<file path="config.mk">
export PLATFORM = sky130hd
export DESIGN_NAME = gdp_protect_cfg
export DESIGN_NICKNAME = d
export VERILOG_FILES = /design/src/core/gdp_protect_cfg.v /design/src/core/gdp_sync2.v /design/src/core/gdp_cp_clkdiv.v
export VERILOG_INCLUDE_DIRS = /design/src /design/src/core
export SDC_FILE = /design/constraint.sdc
export NUM_CORES = 1
export LEC_CHECK = 0
export BUFFER_PORTS_ARGS = -buffer_cell sky130_fd_sc_hd__buf_2
export CAP_MARGIN = 20
export CORE_ASPECT_RATIO = 1.1
export CORE_MARGIN = 1.5
export CORE_UTILIZATION = 47
export DETAILED_ROUTE_END_ITERATION = 16
export PLACE_DENSITY = 0.77
export SYNTH_ARGS = -nofsm -noshare
export SYNTH_HDL_FRONTEND = slang
export SYNTH_SLANG_ARGS = --single-unit
</file>
<file path="constraint.sdc">
create_clock -name clk -period 2.5 [get_ports clk]
set_input_delay 0.125 -clock clk [delete_from_list [all_inputs] [get_ports clk]]
set_output_delay 0.125 -clock clk [all_outputs]
set_load 0.05 [all_outputs]
</file>
<file path="src/core/gdp_regs.vh">
// Purpose: Register map, field positions, reset values and codes of the gate-drive config bank
// Assumes: Avalon-MM word addressing on byte offsets, 8-bit registers in low bits
// Notes:   Included by gdp_protect_cfg and gdp_cp_clkdiv (not gdp_sync2) and by the bench
`ifndef GDP_REGS_VH
`define GDP_REGS_VH

// ----------------------------------------------------------------------------
// Register byte offsets
// ----------------------------------------------------------------------------
`define GDP_ADDR_W            6
`define GDP_OFS_DESAT         6'h00
`define GDP_OFS_PHLOG         6'h04
`define GDP_OFS_CPCLK         6'h08
`define GDP_OFS_OC0           6'h0C
`define GDP_OFS_CTRL          6'h10
`define GDP_OFS_IRQ_STAT      6'h14
`define GDP_OFS_IRQ_MASK      6'h18

// ----------------------------------------------------------------------------
// Field positions
// ----------------------------------------------------------------------------
`define GDP_HS_FILT_BIT       7
`define GDP_HS_LVL_HI         6
`define GDP_HS_LVL_LO         4
`define GDP_LS_FILT_BIT       3
`define GDP_LS_LVL_HI         2
`define GDP_LS_LVL_LO         0
`define GDP_OC_ACT_BIT        7
`define GDP_OC_EN_BIT         6
`define GDP_CTRL_WP_BIT       0
`define GDP_CTRL_CPE_BIT      1
`define GDP_IRQ_DESAT_BIT     0
`define GDP_IRQ_OC_BIT        1

// ----------------------------------------------------------------------------
// Reset values
// ----------------------------------------------------------------------------
`define GDP_RST_DESAT         8'h00
`define GDP_RST_PHLOG         3'h0
`define GDP_RST_CPCLK         4'h0
`define GDP_RST_OC0           8'h00
`define GDP_RST_IRQ           2'h0

// ----------------------------------------------------------------------------
// Threshold converter and divider codes
// ----------------------------------------------------------------------------
`define GDP_DAC_TOP_RED       2'h3
`define GDP_DAC_TOP_EXT       1'h1
`define GDP_DIV_W             10

`endif

</file>
<file path="src/core/gdp_protect_cfg.v">
// Purpose: Write-lockable gate-drive protection configuration and phase log
// Assumes: Avalon-MM slave, one fixed wait cycle per access; pins asynchronous
// Notes:   EXTENDED selects the extended variant field set
`timescale 1ns/100ps
`include "gdp_regs.vh"

module gdp_protect_cfg #(
    parameter EXTENDED = 1
) (
    clk,
    rst,
    avs_address,
    avs_read,
    avs_write,
    avs_writedata,
    avs_readdata,
    avs_waitrequest,
    desat_err,
    phase_status_bits,
    hs_desat_level,
    hs_desat_filter_sel,
    ls_desat_level,
    ls_desat_filter_sel,
    oc0_action_sel,
    oc0_comp_enable,
    oc0_dac_code,
    cp_enable,
    cp_clk,
    write_protect_lock,
    irq
);
    input  wire                   clk;
    input  wire                   rst;
    input  wire [`GDP_ADDR_W-1:0] avs_address;
    input  wire                   avs_read;
    input  wire                   avs_write;
    input  wire [31:0]            avs_writedata;
    output reg  [31:0]            avs_readdata;
    output reg                    avs_waitrequest;
    input  wire                   desat_err;
    input  wire [2:0]             phase_status_bits;
    output reg  [2:0]             hs_desat_level;
    output reg                    hs_desat_filter_sel;
    output reg  [2:0]             ls_desat_level;
    output reg                    ls_desat_filter_sel;
    output reg                    oc0_action_sel;
    output reg                    oc0_comp_enable;
    output reg  [5:0]             oc0_dac_code;
    output reg                    cp_enable;
    output wire                   cp_clk;
    output reg                    write_protect_lock;
    output reg                    irq;

    // ------------------------------------------------------------------------
    // Storage and bus state
    // ------------------------------------------------------------------------
    localparam [1:0] ST_IDLE = 2'b01;
    localparam [1:0] ST_ANS  = 2'b10;

    reg  [7:0] desat_q;
    reg  [2:0] phlog_q;
    reg  [3:0] cpdiv_q;
    reg  [7:0] oc0_q;
    reg        wp_q;
    reg        cpe_q;
    reg  [1:0] ist_q;
    reg  [1:0] ist_d;
    reg  [1:0] imsk_q;
    reg  [1:0] bus_st_q;
    reg  [1:0] bus_st_d;
    reg  [7:0] rd_d;
    reg  [7:0] desat_mask;
    reg  [7:0] oc0_mask;
    reg        desat_prev_q;
    wire       desat_s;
    wire       desat_evt;
    wire       wr_go;
    wire       req_new;
    wire [2:0] ph_s;
    wire [1:0] ist_set;
    wire [1:0] ist_clr;

    // ------------------------------------------------------------------------
    // Input synchronisers
    // ------------------------------------------------------------------------
    gdp_sync2 u_sync_desat (
        .clk (clk),
        .rst (rst),
        .d   (desat_err),
        .q   (desat_s)
    );

    genvar gi;
    generate
        for (gi = 0; gi < 3; gi = gi + 1) begin : g_ph
            gdp_sync2 u_sync_ph (
                .clk (clk),
                .rst (rst),
                .d   (phase_status_bits[gi]),
                .q   (ph_s[gi])
            );
        end
    endgenerate

    // ------------------------------------------------------------------------
    // Writable bit masks per variant
    // ------------------------------------------------------------------------
    always @* begin
        desat_mask = 8'h77;
        oc0_mask   = 8'hCF;
        if (EXTENDED != 0) begin
            desat_mask = 8'hFF;
            oc0_mask   = 8'hDF;
        end
    end

    // ------------------------------------------------------------------------
    // Avalon access: one wait cycle, answer on second edge
    // ------------------------------------------------------------------------
    assign wr_go   = avs_write && (bus_st_q == ST_ANS);
    assign req_new = (avs_read || avs_write) && (bus_st_q == ST_IDLE);

    always @* begin
        bus_st_d = bus_st_q;
        case (bus_st_q)
            ST_IDLE: begin
                if (req_new) begin
                    bus_st_d = ST_ANS;
                end
            end
            ST_ANS: begin
                bus_st_d = ST_IDLE;
            end
            default: begin
                bus_st_d = ST_IDLE;
            end
        endcase
    end

    always @* begin
        case (avs_address)
            `GDP_OFS_DESAT:    rd_d = desat_q & desat_mask;
            `GDP_OFS_PHLOG:    rd_d = {5'h00, phlog_q};
            `GDP_OFS_CPCLK:    rd_d = {4'h0, cpdiv_q};
            `GDP_OFS_OC0:      rd_d = oc0_q & oc0_mask;
            `GDP_OFS_CTRL:     rd_d = {6'h00, cpe_q, wp_q};
            `GDP_OFS_IRQ_STAT: rd_d = {6'h00, ist_q};
            `GDP_OFS_IRQ_MASK: rd_d = {6'h00, imsk_q};
            default:           rd_d = 8'h00;
        endcase
    end

    always @(posedge clk or posedge rst) begin
        if (rst) begin
            bus_st_q        <= ST_IDLE;
            avs_waitrequest <= 1'b1;
            avs_readdata    <= 32'h0000_0000;
        end else begin
            bus_st_q        <= bus_st_d;
            avs_waitrequest <= !req_new;
            if (req_new) begin
                avs_readdata <= {24'h00_0000, rd_d};
            end
        end
    end

    // ------------------------------------------------------------------------
    // Configuration registers; DESAT, CPCLK and OC0 sit behind the write lock, CTRL and IRQ mask do not
    // ------------------------------------------------------------------------
    always @(posedge clk or posedge rst) begin
        if (rst) begin
            desat_q <= `GDP_RST_DESAT;
        end else if (wr_go && avs_address == `GDP_OFS_DESAT && !wp_q) begin
            desat_q <= avs_writedata[7:0] & desat_mask;
        end
    end

    always @(posedge clk or posedge rst) begin
        if (rst) begin
            cpdiv_q <= `GDP_RST_CPCLK;
        end else if (wr_go && avs_address == `GDP_OFS_CPCLK && !wp_q) begin
            cpdiv_q <= avs_writedata[3:0];
        end
    end

    always @(posedge clk or posedge rst) begin
        if (rst) begin
            oc0_q <= `GDP_RST_OC0;
        end else if (wr_go && avs_address == `GDP_OFS_OC0 && !wp_q) begin
            oc0_q <= avs_writedata[7:0] & oc0_mask;
        end
    end

    always @(posedge clk or posedge rst) begin
        if (rst) begin
            wp_q  <= 1'b0;
            cpe_q <= 1'b0;
        end else if (wr_go && avs_address == `GDP_OFS_CTRL) begin
            wp_q  <= wp_q | avs_writedata[`GDP_CTRL_WP_BIT];
            cpe_q <= avs_writedata[`GDP_CTRL_CPE_BIT];
        end
    end

    always @(posedge clk or posedge rst) begin
        if (rst) begin
            imsk_q <= `GDP_RST_IRQ;
        end else if (wr_go && avs_address == `GDP_OFS_IRQ_MASK) begin
            imsk_q <= avs_writedata[1:0];
        end
    end

    // ------------------------------------------------------------------------
    // Event detection, phase log and interrupt status
    // ------------------------------------------------------------------------
    assign desat_evt = desat_s && !desat_prev_q;
    assign ist_set   = {1'b0, desat_evt};
    assign ist_clr   = (wr_go && avs_address == `GDP_OFS_IRQ_STAT) ?
                       avs_writedata[1:0] : 2'h0;

    always @* begin
        ist_d = (ist_q & ~ist_clr) | ist_set;
    end

    always @(posedge clk or posedge rst) begin
        if (rst) begin
            desat_prev_q <= 1'b0;
            phlog_q      <= `GDP_RST_PHLOG;
        end else begin
            desat_prev_q <= desat_s;
            if (desat_evt) begin
                phlog_q <= ph_s;
            end
        end
    end

    always @(posedge clk or posedge rst) begin
        if (rst) begin
            ist_q <= `GDP_RST_IRQ;
            irq   <= 1'b0;
        end else begin
            ist_q <= ist_d;
            irq   <= |(ist_d & imsk_q);
        end
    end

    // ------------------------------------------------------------------------
    // Outputs to the analog front end
    // ------------------------------------------------------------------------
    always @(posedge clk or posedge rst) begin
        if (rst) begin
            hs_desat_level      <= 3'h0;
            hs_desat_filter_sel <= 1'b0;
            ls_desat_level      <= 3'h0;
            ls_desat_filter_sel <= 1'b0;
        end else begin
            hs_desat_level      <= desat_q[`GDP_HS_LVL_HI:`GDP_HS_LVL_LO];
            hs_desat_filter_sel <= desat_q[`GDP_HS_FILT_BIT];
            ls_desat_level      <= desat_q[`GDP_LS_LVL_HI:`GDP_LS_LVL_LO];
            ls_desat_filter_sel <= desat_q[`GDP_LS_FILT_BIT];
        end
    end

    always @(posedge clk or posedge rst) begin
        if (rst) begin
            oc0_action_sel  <= 1'b0;
            oc0_comp_enable <= 1'b0;
            oc0_dac_code    <= 6'h00;
        end else begin
            oc0_action_sel  <= oc0_q[`GDP_OC_ACT_BIT];
            oc0_comp_enable <= oc0_q[`GDP_OC_EN_BIT];
            if (EXTENDED != 0) begin
                oc0_dac_code <= {`GDP_DAC_TOP_EXT, oc0_q[4:0]};
            end else begin
                oc0_dac_code <= {`GDP_DAC_TOP_RED, oc0_q[3:0]};
            end
        end
    end

    always @(posedge clk or posedge rst) begin
        if (rst) begin
            cp_enable          <= 1'b0;
            write_protect_lock <= 1'b0;
        end else begin
            cp_enable          <= cpe_q;
            write_protect_lock <= wp_q;
        end
    end

    // ------------------------------------------------------------------------
    // Charge-pump clock
    // ------------------------------------------------------------------------
    gdp_cp_clkdiv u_cp_div (
        .clk     (clk),
        .rst     (rst),
        .enable  (cpe_q),
        .div_sel (cpdiv_q),
        .cp_clk  (cp_clk)
    );
endmodule

</file>
<file path="src/core/gdp_sync2.v">
// Purpose: Two-flop synchroniser for one asynchronous level
// Assumes: Single clock domain clk
// Notes:   First stage feeds only the second stage
`timescale 1ns/100ps
module gdp_sync2 (
    clk,
    rst,
    d,
    q
);
    input  wire clk;
    input  wire rst;
    input  wire d;
    output reg  q;

    reg meta_q;

    always @(posedge clk or posedge rst) begin
        if (rst) begin
            meta_q <= 1'b0;
            q      <= 1'b0;
        end else begin
            meta_q <= d;
            q      <= meta_q;
        end
    end
endmodule

</file>
<file path="src/core/gdp_cp_clkdiv.v">
// Purpose: Charge-pump clock divider with sixteen selectable factors
// Assumes: Divider code stable while enable is high
// Notes:   Output is a registered square wave, low while disabled
`timescale 1ns/100ps
`include "gdp_regs.vh"
module gdp_cp_clkdiv (
    clk,
    rst,
    enable,
    div_sel,
    cp_clk
);
    input  wire       clk;
    input  wire       rst;
    input  wire       enable;
    input  wire [3:0] div_sel;
    output reg        cp_clk;

    reg  [`GDP_DIV_W-1:0] cnt_q;
    reg  [`GDP_DIV_W-1:0] half_d;

    // ------------------------------------------------------------------------
    // Factor table, half period in bus clocks
    // ------------------------------------------------------------------------
    always @* begin
        case (div_sel)
            4'h0:    half_d = 10'd8;
            4'h1:    half_d = 10'd12;
            4'h2:    half_d = 10'd16;
            4'h3:    half_d = 10'd24;
            4'h4:    half_d = 10'd32;
            4'h5:    half_d = 10'd48;
            4'h6:    half_d = 10'd50;
            4'h7:    half_d = 10'd64;
            4'h8:    half_d = 10'd96;
            4'h9:    half_d = 10'd100;
            4'hA:    half_d = 10'd128;
            4'hB:    half_d = 10'd192;
            4'hC:    half_d = 10'd200;
            4'hD:    half_d = 10'd256;
            4'hE:    half_d = 10'd384;
            default: half_d = 10'd400;
        endcase
    end

    always @(posedge clk or posedge rst) begin
        if (rst) begin
            cnt_q  <= {`GDP_DIV_W{1'b0}};
            cp_clk <= 1'b0;
        end else if (!enable) begin
            cnt_q  <= {`GDP_DIV_W{1'b0}};
            cp_clk <= 1'b0;
        end else if (cnt_q == half_d - 10'd1) begin
            cnt_q  <= {`GDP_DIV_W{1'b0}};
            cp_clk <= ~cp_clk;
        end else begin
            cnt_q  <= cnt_q + 10'd1;
        end
    end
endmodule

</file>
==> metrics.txt, run 1 <==
initial drt markers=118; crit path capture=u_cp_div.cnt_q[1]$_DFF_PP0_; Post-synth EDFFs=0; Post-DRT Antenna Nets=0; combinational share of power=0.197; # Max-Cap Violations=0; chip width=87.2 um; HP Class=input port to flop; Placer Congestion=0.816; DR vias=2531; Sink Count=78; final setup fails=2; RSZ-0062 raised after global routing=true; Critical Path AT=about 2.8 ns; synthesized area per cell=11.9 um2; clock share of power=0.319; Starting Density=0.487; worst skew pair latency=roughly 0.34 ns; number of remaining DRC errors=0; Ports=around 100; H-Tree Depth=3; critical path type=flop to flop; post-route setup TNS=-0.0639 ns; switching share of power=0.305; crit-path max FO=6; post-synthesis register bit count=78; R2R Path End=u_cp_div.cnt_q[1]$_DFF_PP0_; Pins Over Slew Limit=0; Synth Area in Compound Gates=0.0940; Critical Path End Type=flop; Final Cycle Share=1.02; layout cell share with drive strength beyond 1=0.370; CORE AREA=7510 um2; grt ovf=0; Clk pin slew, worst setup/hold paths=0.08 ns; Synth Area in Simple Gates=0.138; Via-to-Cell Ratio=5.04; R2R Path Start=cpdiv_q[0]$_DFFE_PP0P_; Hold Crit Depth=2; initial antenna violation count=0; diode count=0; Seq/Total Area, Yosys=0.534; 1st-pass router iterations=4; Unique masters post-synth=roughly 50; Synth Instances=a little over 300; final worst setup slack=-0.0522 ns; post-synthesis adder-cell area fraction=0.0308; CTS Buf Count=9; Synth Warn #=0; commonest non-fill, non-tap cells in the layout=dfrtp_1 (74), buf_2 (50), mux2_2 (25), conb_1 (25), nand2_1 (24); post-DP HPWL=between 5 and 6 mm; clock root buffer=clkbuf_8; failing checks=setup timing; number of fill cells=618; gr usage total=0.188; first-pass GRT wire length=12.0 mm; PortBufs=50; FF-to-FF path depth=8; vias in the first global route=2462; P_sw=0.000889 W; Peak Freq=0.392 GHz; Power per Cell Area=approximately 650 nW/um2; mux contribution to synthesized area=0.0892; Hold Vio Cnt, Final=0; internal power=0.00203 W; Pleak=around 2.2 nW; worst reg-to-reg setup slack=-0.05 ns; die footprint=8330 um2; Final Critical Period=2.55 ns; Seq pwr share=0.484; synth-to-layout area growth=22.6%; largest net degree at the start of global routing=70; Synth Area in XOR/XNOR=0.0403; Synth Cell Area=3660 um2; Max Root-Sink Buffers=2; Rows=33; outcome=complete, but fails checks; Final #Nets=447; Main synth FF type=dfrtp_1; ys async rst share=1.00; CTS tree=built; crit path launch=cpdiv_q[0]$_DFFE_PP0P_; Avg WL per Cell=14.8 um; final clock skew=about 0.0047 ns; crit start category=flop; most common cell after layout, fill and taps aside=dfrtp_1; WP data required=2.74 ns; hold_ws=0.0208 ns; largest family of logic cells by synthesized area=simple AND/OR/NAND/NOR gates; peak supply drop=0.000588 V; DRT Wirelength=7.41 mm; die span in y=95.6 um
[cells by family (layout without fill, tap and decap cells)]
family          Yosys count  in the layout
fa+ha+maj                 9              9
compound gates           44             45
other cells               2             25
simple gates             88             88
buf+inv                  42            107
xor+xnor                 16             16
mux                      29             29
flops                    78             78
[cells in the mapped netlist (all sizes together), types with 3 or more instances]
cell	n	area, um2
xor2	7	61.3
nor3	4	20.0
clkbuf	7	26.3
a22oi	7	52.6
ha	9	113
nor2	9	33.8
dfrtp	76	1900
and3b	3	26.3
a31oi	3	18.8
nand3	12	60.1
nand4	3	18.8
a222oi	4	40.0
xnor2	9	86.3
nor3b	12	90.1
mux2	26	297
nand2b	3	18.8
nand2	24	90.1
nor2b	3	18.8
o21ai	8	40.0
mux2i	3	30.0
o211ai	4	30.0
a21o	4	30.0
inv	8	30.0
a22o	4	43.8
buf	27	208
[state kept, by name, summed over array words and instances, names as in the netlist, 2 cells and up]
name / flops
u_cp_div.cnt_q: 10
avs_readdata: 8
desat_q: 8
oc0_q: 7
oc0_dac_code: 6
cpdiv_q: 4
g_ph.u_sync_ph.meta_q: 3
g_ph.u_sync_ph.q: 3
hs_desat_level: 3
ls_desat_level: 3
phlog_q: 3
bus_st_q: 2
imsk_q: 2
ist_q: 2
[layer usage]
| layer | routed length, um | track usage |
|---|---|---|
| met1 | 3270 | 0.242 |
| met2 | 3760 | 0.317 |
| met3 | 350 | 0.0545 |
| met4 | 35 | 0.0397 |
| met5 | 0 | 0 |
[how the worst min path moves through the flow]
stage / slack, ns / start / end
CTS: 0.006 / avs_writedata[4] / oc0_q[4]$_DFFE_PP0P_
global route: 0.009 / avs_writedata[7] / oc0_q[7]$_DFFE_PP0P_
global placement: 0.06 / rst / oc0_dac_code[3]$_DFF_PP0_
finish: 0.02 / avs_writedata[7] / desat_q[7]$_DFFE_PP0P_
floorplan: 0.16 / phase_status_bits[0] / g_ph[0].u_sync_ph.meta_q$_DFF_PP0_
detailed placement: 0.06 / rst / oc0_dac_code[3]$_DFF_PP0_
[power groups by stage]
stage	registers, W	logic [W]	clock network (W)
2_1_floorplan	0.00152	0.000316	0
3_3_place_gp	0.00143	0.000506	0
3_5_place_dp	0.00143	0.000516	0
4_1_cts	0.00141	0.000553	0.000954
5_1_grt	0.00142	0.000615	0.00101
6_report	0.00141	0.000575	0.000930
[area by class of cell]
class | instances | area (um2) | area share
clock buffer | 10 | 128 | 0.0284
clock inverter | 6 | 70.1 | 0.0156
inverter | 8 | 30.0 | 0.00669
multi-input combinational | 212 | 1630 | 0.364
sequential | 78 | 1960 | 0.436
tap | 105 | 131 | 0.0293
timing repair buffer | 83 | 538 | 0.120
[stage by stage]
step	total power (W)	util	setup slack, ns	area (um2)	instances
after floorplan	0.00184	-	0.000251	3750	331
after global placement	0.00194	0.537	-0.0410	4040	469
after detailed placement	0.00195	0.537	-0.0971	4040	469
after CTS	0.00292	0.585	-0.0176	4400	499
after global routing	0.00305	0.597	-0.116	4490	502
final	0.00291	0.597	-0.0522	4490	502
[critical path, stage by stage, from the launching register on]
cell      delay, ns
dfrtp_1        0.41
inv_2          0.11
ha_4           0.20
mux2_4         0.27
a22o_4         0.26
or4b_4         0.50
xnor2_2        0.16
o2111a_2       0.33
and3b_1        0.21
[timing repair]
item / in CTS / in global routing
endpoints found under the hold margin: 15 / 0
setup endpoints to repair: 11 / 11
pin swaps: 3 / 11
hold buffers: 8 / 0
gates resized for setup: 6 / 15
gates cloned: 1 / 0
setup buffers: 5 / 3
Note: power is estimated with default switching activity, not from simulation.
==> run 2: changes to the inputs <==
--- a/config.mk
+++ b/config.mk
@@ -9,8 +9,8 @@
 export BUFFER_PORTS_ARGS = -buffer_cell sky130_fd_sc_hd__buf_2
 export CAP_MARGIN = 20
-export CORE_ASPECT_RATIO = 1.1
 export CORE_MARGIN = 1.5
 export CORE_UTILIZATION = 47
 export DETAILED_ROUTE_END_ITERATION = 16
+export HOLD_SLACK_MARGIN = 0.08
 export PLACE_DENSITY = 0.77
 export SYNTH_ARGS = -nofsm -noshare
==> constraint.sdc (replaced) <==
create_clock -name clk -period 2.5 [get_ports clk]
set_input_delay 0.625 -clock clk [delete_from_list [all_inputs] [get_ports clk]]
set_output_delay 0.625 -clock clk [all_outputs]
set_load 0.05 [all_outputs]
==> metrics.txt, run 2 (synthesis gave the netlist of run 1 again) <==
Seq pwr share=0.495; post-route setup TNS=-0.373 ns; critical path type=flop to flop; Ports=99; number of fill cells=586; die footprint=around 8300 um2; H-Tree Depth=3; final worst setup slack=-0.0608 ns; chip width=91.3 um; Power per Cell Area=640 nW/um2; synth-to-layout area growth=21.4%; peak supply drop=0.000526 V; commonest non-fill, non-tap cells in the layout=dfrtp_1 (75), buf_2 (50), buf_4 (29); grt ovf=0; final setup fails=10; RSZ-0062 raised after global routing=true; die span in y=91.3 um; actual slew at the worst max-slew pin=0.517 ns; crit-path max FO=7; hold_ws=0.308 ns; Pins Over Slew Limit=0; Post-DRT Antenna Nets=0; hold buffer count at cts=0; Rows=31; crit start category=flop; Max Root-Sink Buffers=2; gr usage total=0.187; Pleak=around 2.1 nW; DR vias=about 2600; clock root buffer=clkbuf_8; WP data required=2.73 ns; final clock skew=around 0.012 ns; FF/Latch Area=1960 um2; layout cell share with drive strength beyond 1=0.393; initial drt markers=around 190; diode count=0; Final #Nets=445; CTS tree=built; internal power=0.00199 W; largest net degree at the start of global routing=36; # Max-Cap Violations=0; Critical Path AT=2.79 ns; Starting Density=0.494; most common cell after layout, fill and taps aside=dfrtp_1; worst skew pair latency=~0.35 ns; switching share of power=0.301; area of the multi-input gates=1620 um2; vias in the first global route=2575; 1st-pass router iterations=5; P_sw=0.000855 W; Clk pin slew, worst setup/hold paths=approximately 0.080 ns; Final Cycle Share=1.02; clock share of power=0.316; CORE AREA=7410 um2; first-pass GRT wire length=around 12 mm; Placer Congestion=approximately 0.83; Sink Count=78; Avg WL per Cell=14.7 um; post-DP HPWL=between 5 and 6 mm; max FFs per register=10; Final Critical Period=2.56 ns; Top Registers=u_cp_div.cnt_q x10, avs_readdata x8, desat_q x8; combinational share of power=0.189; initial antenna violation count=0; Hold Vio Cnt, Final=0; final total power=0.00284 W; Slew HR=0.655; DRT Wirelength=7.25 mm; outcome=complete, but fails checks; Critical Path End Type=flop; number of remaining DRC errors=0; PortBufs=50; Via-to-Cell Ratio=5.25; failing checks=setup timing; register bank with the most flops=u_cp_div.cnt_q; CTS Buf Count=9; HP Class=input port to asynchronous set/reset pin; Peak Freq=0.391 GHz
==> run 2: area by class of cell <==
cell class | instances | share of cell area
clock buffer | 9 | 0.0279
clock inverter | 6 | 0.0141
inverter | 8 | 0.00760
multi-input combinational | 211 | 0.366
sequential | 78 | 0.440
tap | 99 | 0.0279
timing repair buffer | 82 | 0.117
==> run 2: metal layers <==
layer,part of all wire,global-route usage,vias to the layer above
met5,0,0,-
met4,0.015,0.0638,0
met1,0.42,0.231,1288
met3,0.050,0.0511,13
li1,-,-,1211
met2,0.51,0.314,75
==> run 2: timing repair <==
action | CTS | global route
setup buffers | 2 | 5
setup endpoints to repair | 11 | 11
gates resized for setup | 9 | 9
pin swaps | 3 | 7
==> run 2: final timing paths <==
kind / from / endpoint / slack (ns) / cells past startpoint
min in group clk: u_sync_desat.meta_q$_DFF_PP0_ / u_sync_desat.q$_DFF_PP0_ / 0.36 / 0
worst max-delay path: cpdiv_q[0]$_DFFE_PP0P_ / u_cp_div.cnt_q[1]$_DFF_PP0_ / -0.06 / 8
worst min-delay path: rst / oc0_dac_code[5]$_DFF_PP0_ / 0.31 / 2
worst min register to register: u_sync_desat.meta_q$_DFF_PP0_ / u_sync_desat.q$_DFF_PP0_ / 0.36 / 0
max in group asynchronous: rst / avs_readdata[6]$_DFFE_PP0P_ / 1.56 / 3
worst max register to register: cpdiv_q[0]$_DFFE_PP0P_ / u_cp_div.cnt_q[1]$_DFF_PP0_ / -0.06 / 8
==> run 2: through the flow <==
step           cells  instance area, um2  utilization  setup slack (ns)
4_1_cts          488                4360        0.589           -0.0601
2_1_floorplan    331                3760            -          -0.00830
3_5_place_dp     471                4110        0.555            -0.101
6_report         493                4440        0.600           -0.0608
5_1_grt          493                4440        0.600            -0.154
3_3_place_gp     471                4110        0.555           -0.0669
==> run 2: worst max-delay path, cell delays in order, from the launching register on <==
cell      delay (ns)
dfrtp_1         0.42
buf_4           0.15
ha_2            0.18
mux2_4          0.27
a22o_4          0.25
or4b_4          0.49
xnor2_2         0.13
o2111a_2        0.34
and3b_1         0.21
==> run 2: power groups by stage <==
stage / combinational, W / clock [W] / sequential (W)
2_1_floorplan: 0.000316 / 0 / 0.00152
3_3_place_gp: 0.000512 / 0 / 0.00143
3_5_place_dp: 0.000522 / 0 / 0.00143
4_1_cts: 0.000532 / 0.000918 / 0.00141
5_1_grt: 0.000581 / 0.000979 / 0.00142
6_report: 0.000537 / 0.000897 / 0.00141
==> run 3: changes to the inputs <==
Settings changed: CELL_PAD_IN_SITES_DETAIL_PLACEMENT set to 0, CELL_PAD_IN_SITES_GLOBAL_PLACEMENT set to 1, CORE_UTILIZATION 47 to 37, GPL_TIMING_DRIVEN set to 0.
==> metrics.txt, run 3 (synthesis gave the netlist of run 1 again) <==
Final Cycle Share=1.03; # Max-Cap Violations=0; diode count=0; Core Util, Final=0.474; Peak Freq=0.389 GHz; Rows=36; Sink Count=78; Max Root-Sink Buffers=2; Slew HR=0.456; H-Tree Depth=3; slowest stage delay, CP=0.50 ns; die span in y=102 um; worst skew pair latency=0.35 ns; register bank with the most flops=u_cp_div.cnt_q; actual slew at the worst max-slew pin=0.814 ns; pre-CTS setup slack=-0.702 ns; HP Class=flop to flop; Via-to-Cell Ratio=4.68; DRT Wirelength=7.74 mm; Critical Path End Type=flop; post-route setup TNS=-0.507 ns; P_sw=approximately 0.00089 W; combinational share of power=0.192; Final Critical Period=roughly 2.6 ns; outcome=complete, but fails checks; initial drt markers=64; CTS tree=built; commonest non-fill, non-tap cells in the layout=dfrtp_1 (74), buf_2 (49), buf_4 (37); 1st-pass router iterations=4; Starting Density=0.378; Critical Path AT=2.84 ns; max FFs per register=10; peak supply drop=0.000349 V; crit start category=flop; synth-to-layout area growth=25.3%; DR vias=approximately 2500; internal power=0.00203 W; PortBufs=48; Seq pwr share=0.480; layout cell share with drive strength beyond 1=0.399; Pins Over Slew Limit=0; Worst path slowest cell=or4b_4; CORE AREA=9680 um2; die footprint=10500 um2; Top Registers=u_cp_div.cnt_q x10, avs_readdata x8, desat_q x8; final total power=0.00292 W; number of fill cells=900; final clock skew=0.00922 ns; Clk pin slew, worst setup/hold paths=0.08 ns; number of remaining DRC errors=0; crit-path cells=inv_4, ha_4, mux2_4, a22o_4, or4b_4, xnor2_2, o2111a_2, buf_6, mux2i_1; largest net degree at the start of global routing=44; RSZ-0062 raised after global routing=true; vias in the first global route=2542; failing checks=setup timing; CTS Buf Count=9; post-DP HPWL=5.49 mm; hold_ws=0.355 ns; Power per Cell Area=637 nW/um2; gr usage total=0.154; final setup fails=10; critical path type=flop to flop; Avg WL per Cell=14.3 um; first-pass GRT wire length=12.3 mm; Final #Nets=approximately 460; clock root buffer=clkbuf_8; Ports=99; clock share of power=0.328; final worst setup slack=-0.0705 ns; Placer Congestion=between 0.8 and 0.9; most common cell after layout, fill and taps aside=dfrtp_1; initial antenna violation count=0; crit-path max FO=5; switching share of power=0.304; Hold Vio Cnt, Final=0; chip width=102 um; grt ovf=0; Post-DRT Antenna Nets=0; WP data required=about 2.8 ns; Pleak=2.21 nW
run 3: cell count changes in the layout (fill, tap and decap cells not counted), sizes merged:
cell      before  now
buf           82   90
clkinv         4    1
clkbuf         9   16
clkinvlp       1    4
run 3: metal layers:
layer | vias to the layer above | wire length (um) | global-route usage | part of all wire
met2 | 51 | 3870 | 0.251 | 0.50
met4 | 0 | 114 | 0.0537 | 0.015
met5 | - | 0 | 0 | 0
li1 | 1234 | - | - | -
met1 | 1244 | 3520 | 0.203 | 0.45
met3 | 10 | 234 | 0.0356 | 0.030
run 3: timing repair:
action / 4_1_cts / 5_1_grt
hold buffers: 0 / 0
endpoints found under the hold margin: 0 / 0
resized for setup: 20 / 4
endpoints found under the setup margin: 26 / 19
setup buffers: 9 / 3
pin swaps: 6 / 6
cloned: 1 / 0
run 3: final cells by class:
type / instances / area (um2) / area share
clock buffers: 10 / 138 / 0.0300
inverters: 8 / 38.8 / 0.00845
flip-flops and latches: 78 / 1960 / 0.427
repair buffers: 62 / 362 / 0.0788
well taps: 133 / 166 / 0.0363
multi-input cells: 211 / 1620 / 0.353
clock inverters: 6 / 70.1 / 0.0153
plain buffers: 34 / 239 / 0.0521
run 3: final timing paths:
kind | from | cells past startpoint | slack [ns] | to
min in group asynchronous | rst | 2 | 0.42 | irq$_DFF_PP0_
worst min-delay path | g_ph[2].u_sync_ph.meta_q$_DFF_PP0_ | 0 | 0.36 | g_ph[2].u_sync_ph.q$_DFF_PP0_
worst max register to register | cpdiv_q[0]$_DFFE_PP0P_ | 9 | -0.07 | u_cp_div.cp_clk$_DFFE_PP0P_
worst max-delay path | cpdiv_q[0]$_DFFE_PP0P_ | 9 | -0.07 | u_cp_div.cp_clk$_DFFE_PP0P_
max in group asynchronous | rst | 3 | 1.35 | avs_waitrequest$_DFF_PP1_
worst min register to register | g_ph[2].u_sync_ph.meta_q$_DFF_PP0_ | 0 | 0.36 | g_ph[2].u_sync_ph.q$_DFF_PP0_
run 3: power groups by stage:
stage / Clock [W] / Sequential (W) / Combinational, W
after floorplan: 0 / 0.00152 / 0.000316
after detailed placement: 0 / 0.00143 / 0.000531
final: 0.000958 / 0.00140 / 0.000560
after CTS: 0.000984 / 0.00140 / 0.000558
after global placement: 0 / 0.00143 / 0.000519
after global routing: 0.00104 / 0.00141 / 0.000608
run 3: stage by stage:
| step | cells | cell area (um2) |
|---|---|---|
| finish | 542 | 4590 |
| global route | 542 | 4590 |
| CTS | 539 | 4560 |
| detailed placement | 513 | 4180 |
| global placement | 512 | 4160 |
| floorplan | 331 | 3760 |
run 3: worst max-delay path, delay by kind of cell, from the launching register on:
kind / cells / cell delay, ns
DFF: 1 / 0.45
xor gates and xnor gates: 1 / 0.14
muxes: 2 / 0.45
and+or+nand+nor: 1 / 0.50
buffers and inverters: 2 / 0.23
adders and majority gates: 1 / 0.20
AOI/OAI and AO/OA: 2 / 0.52
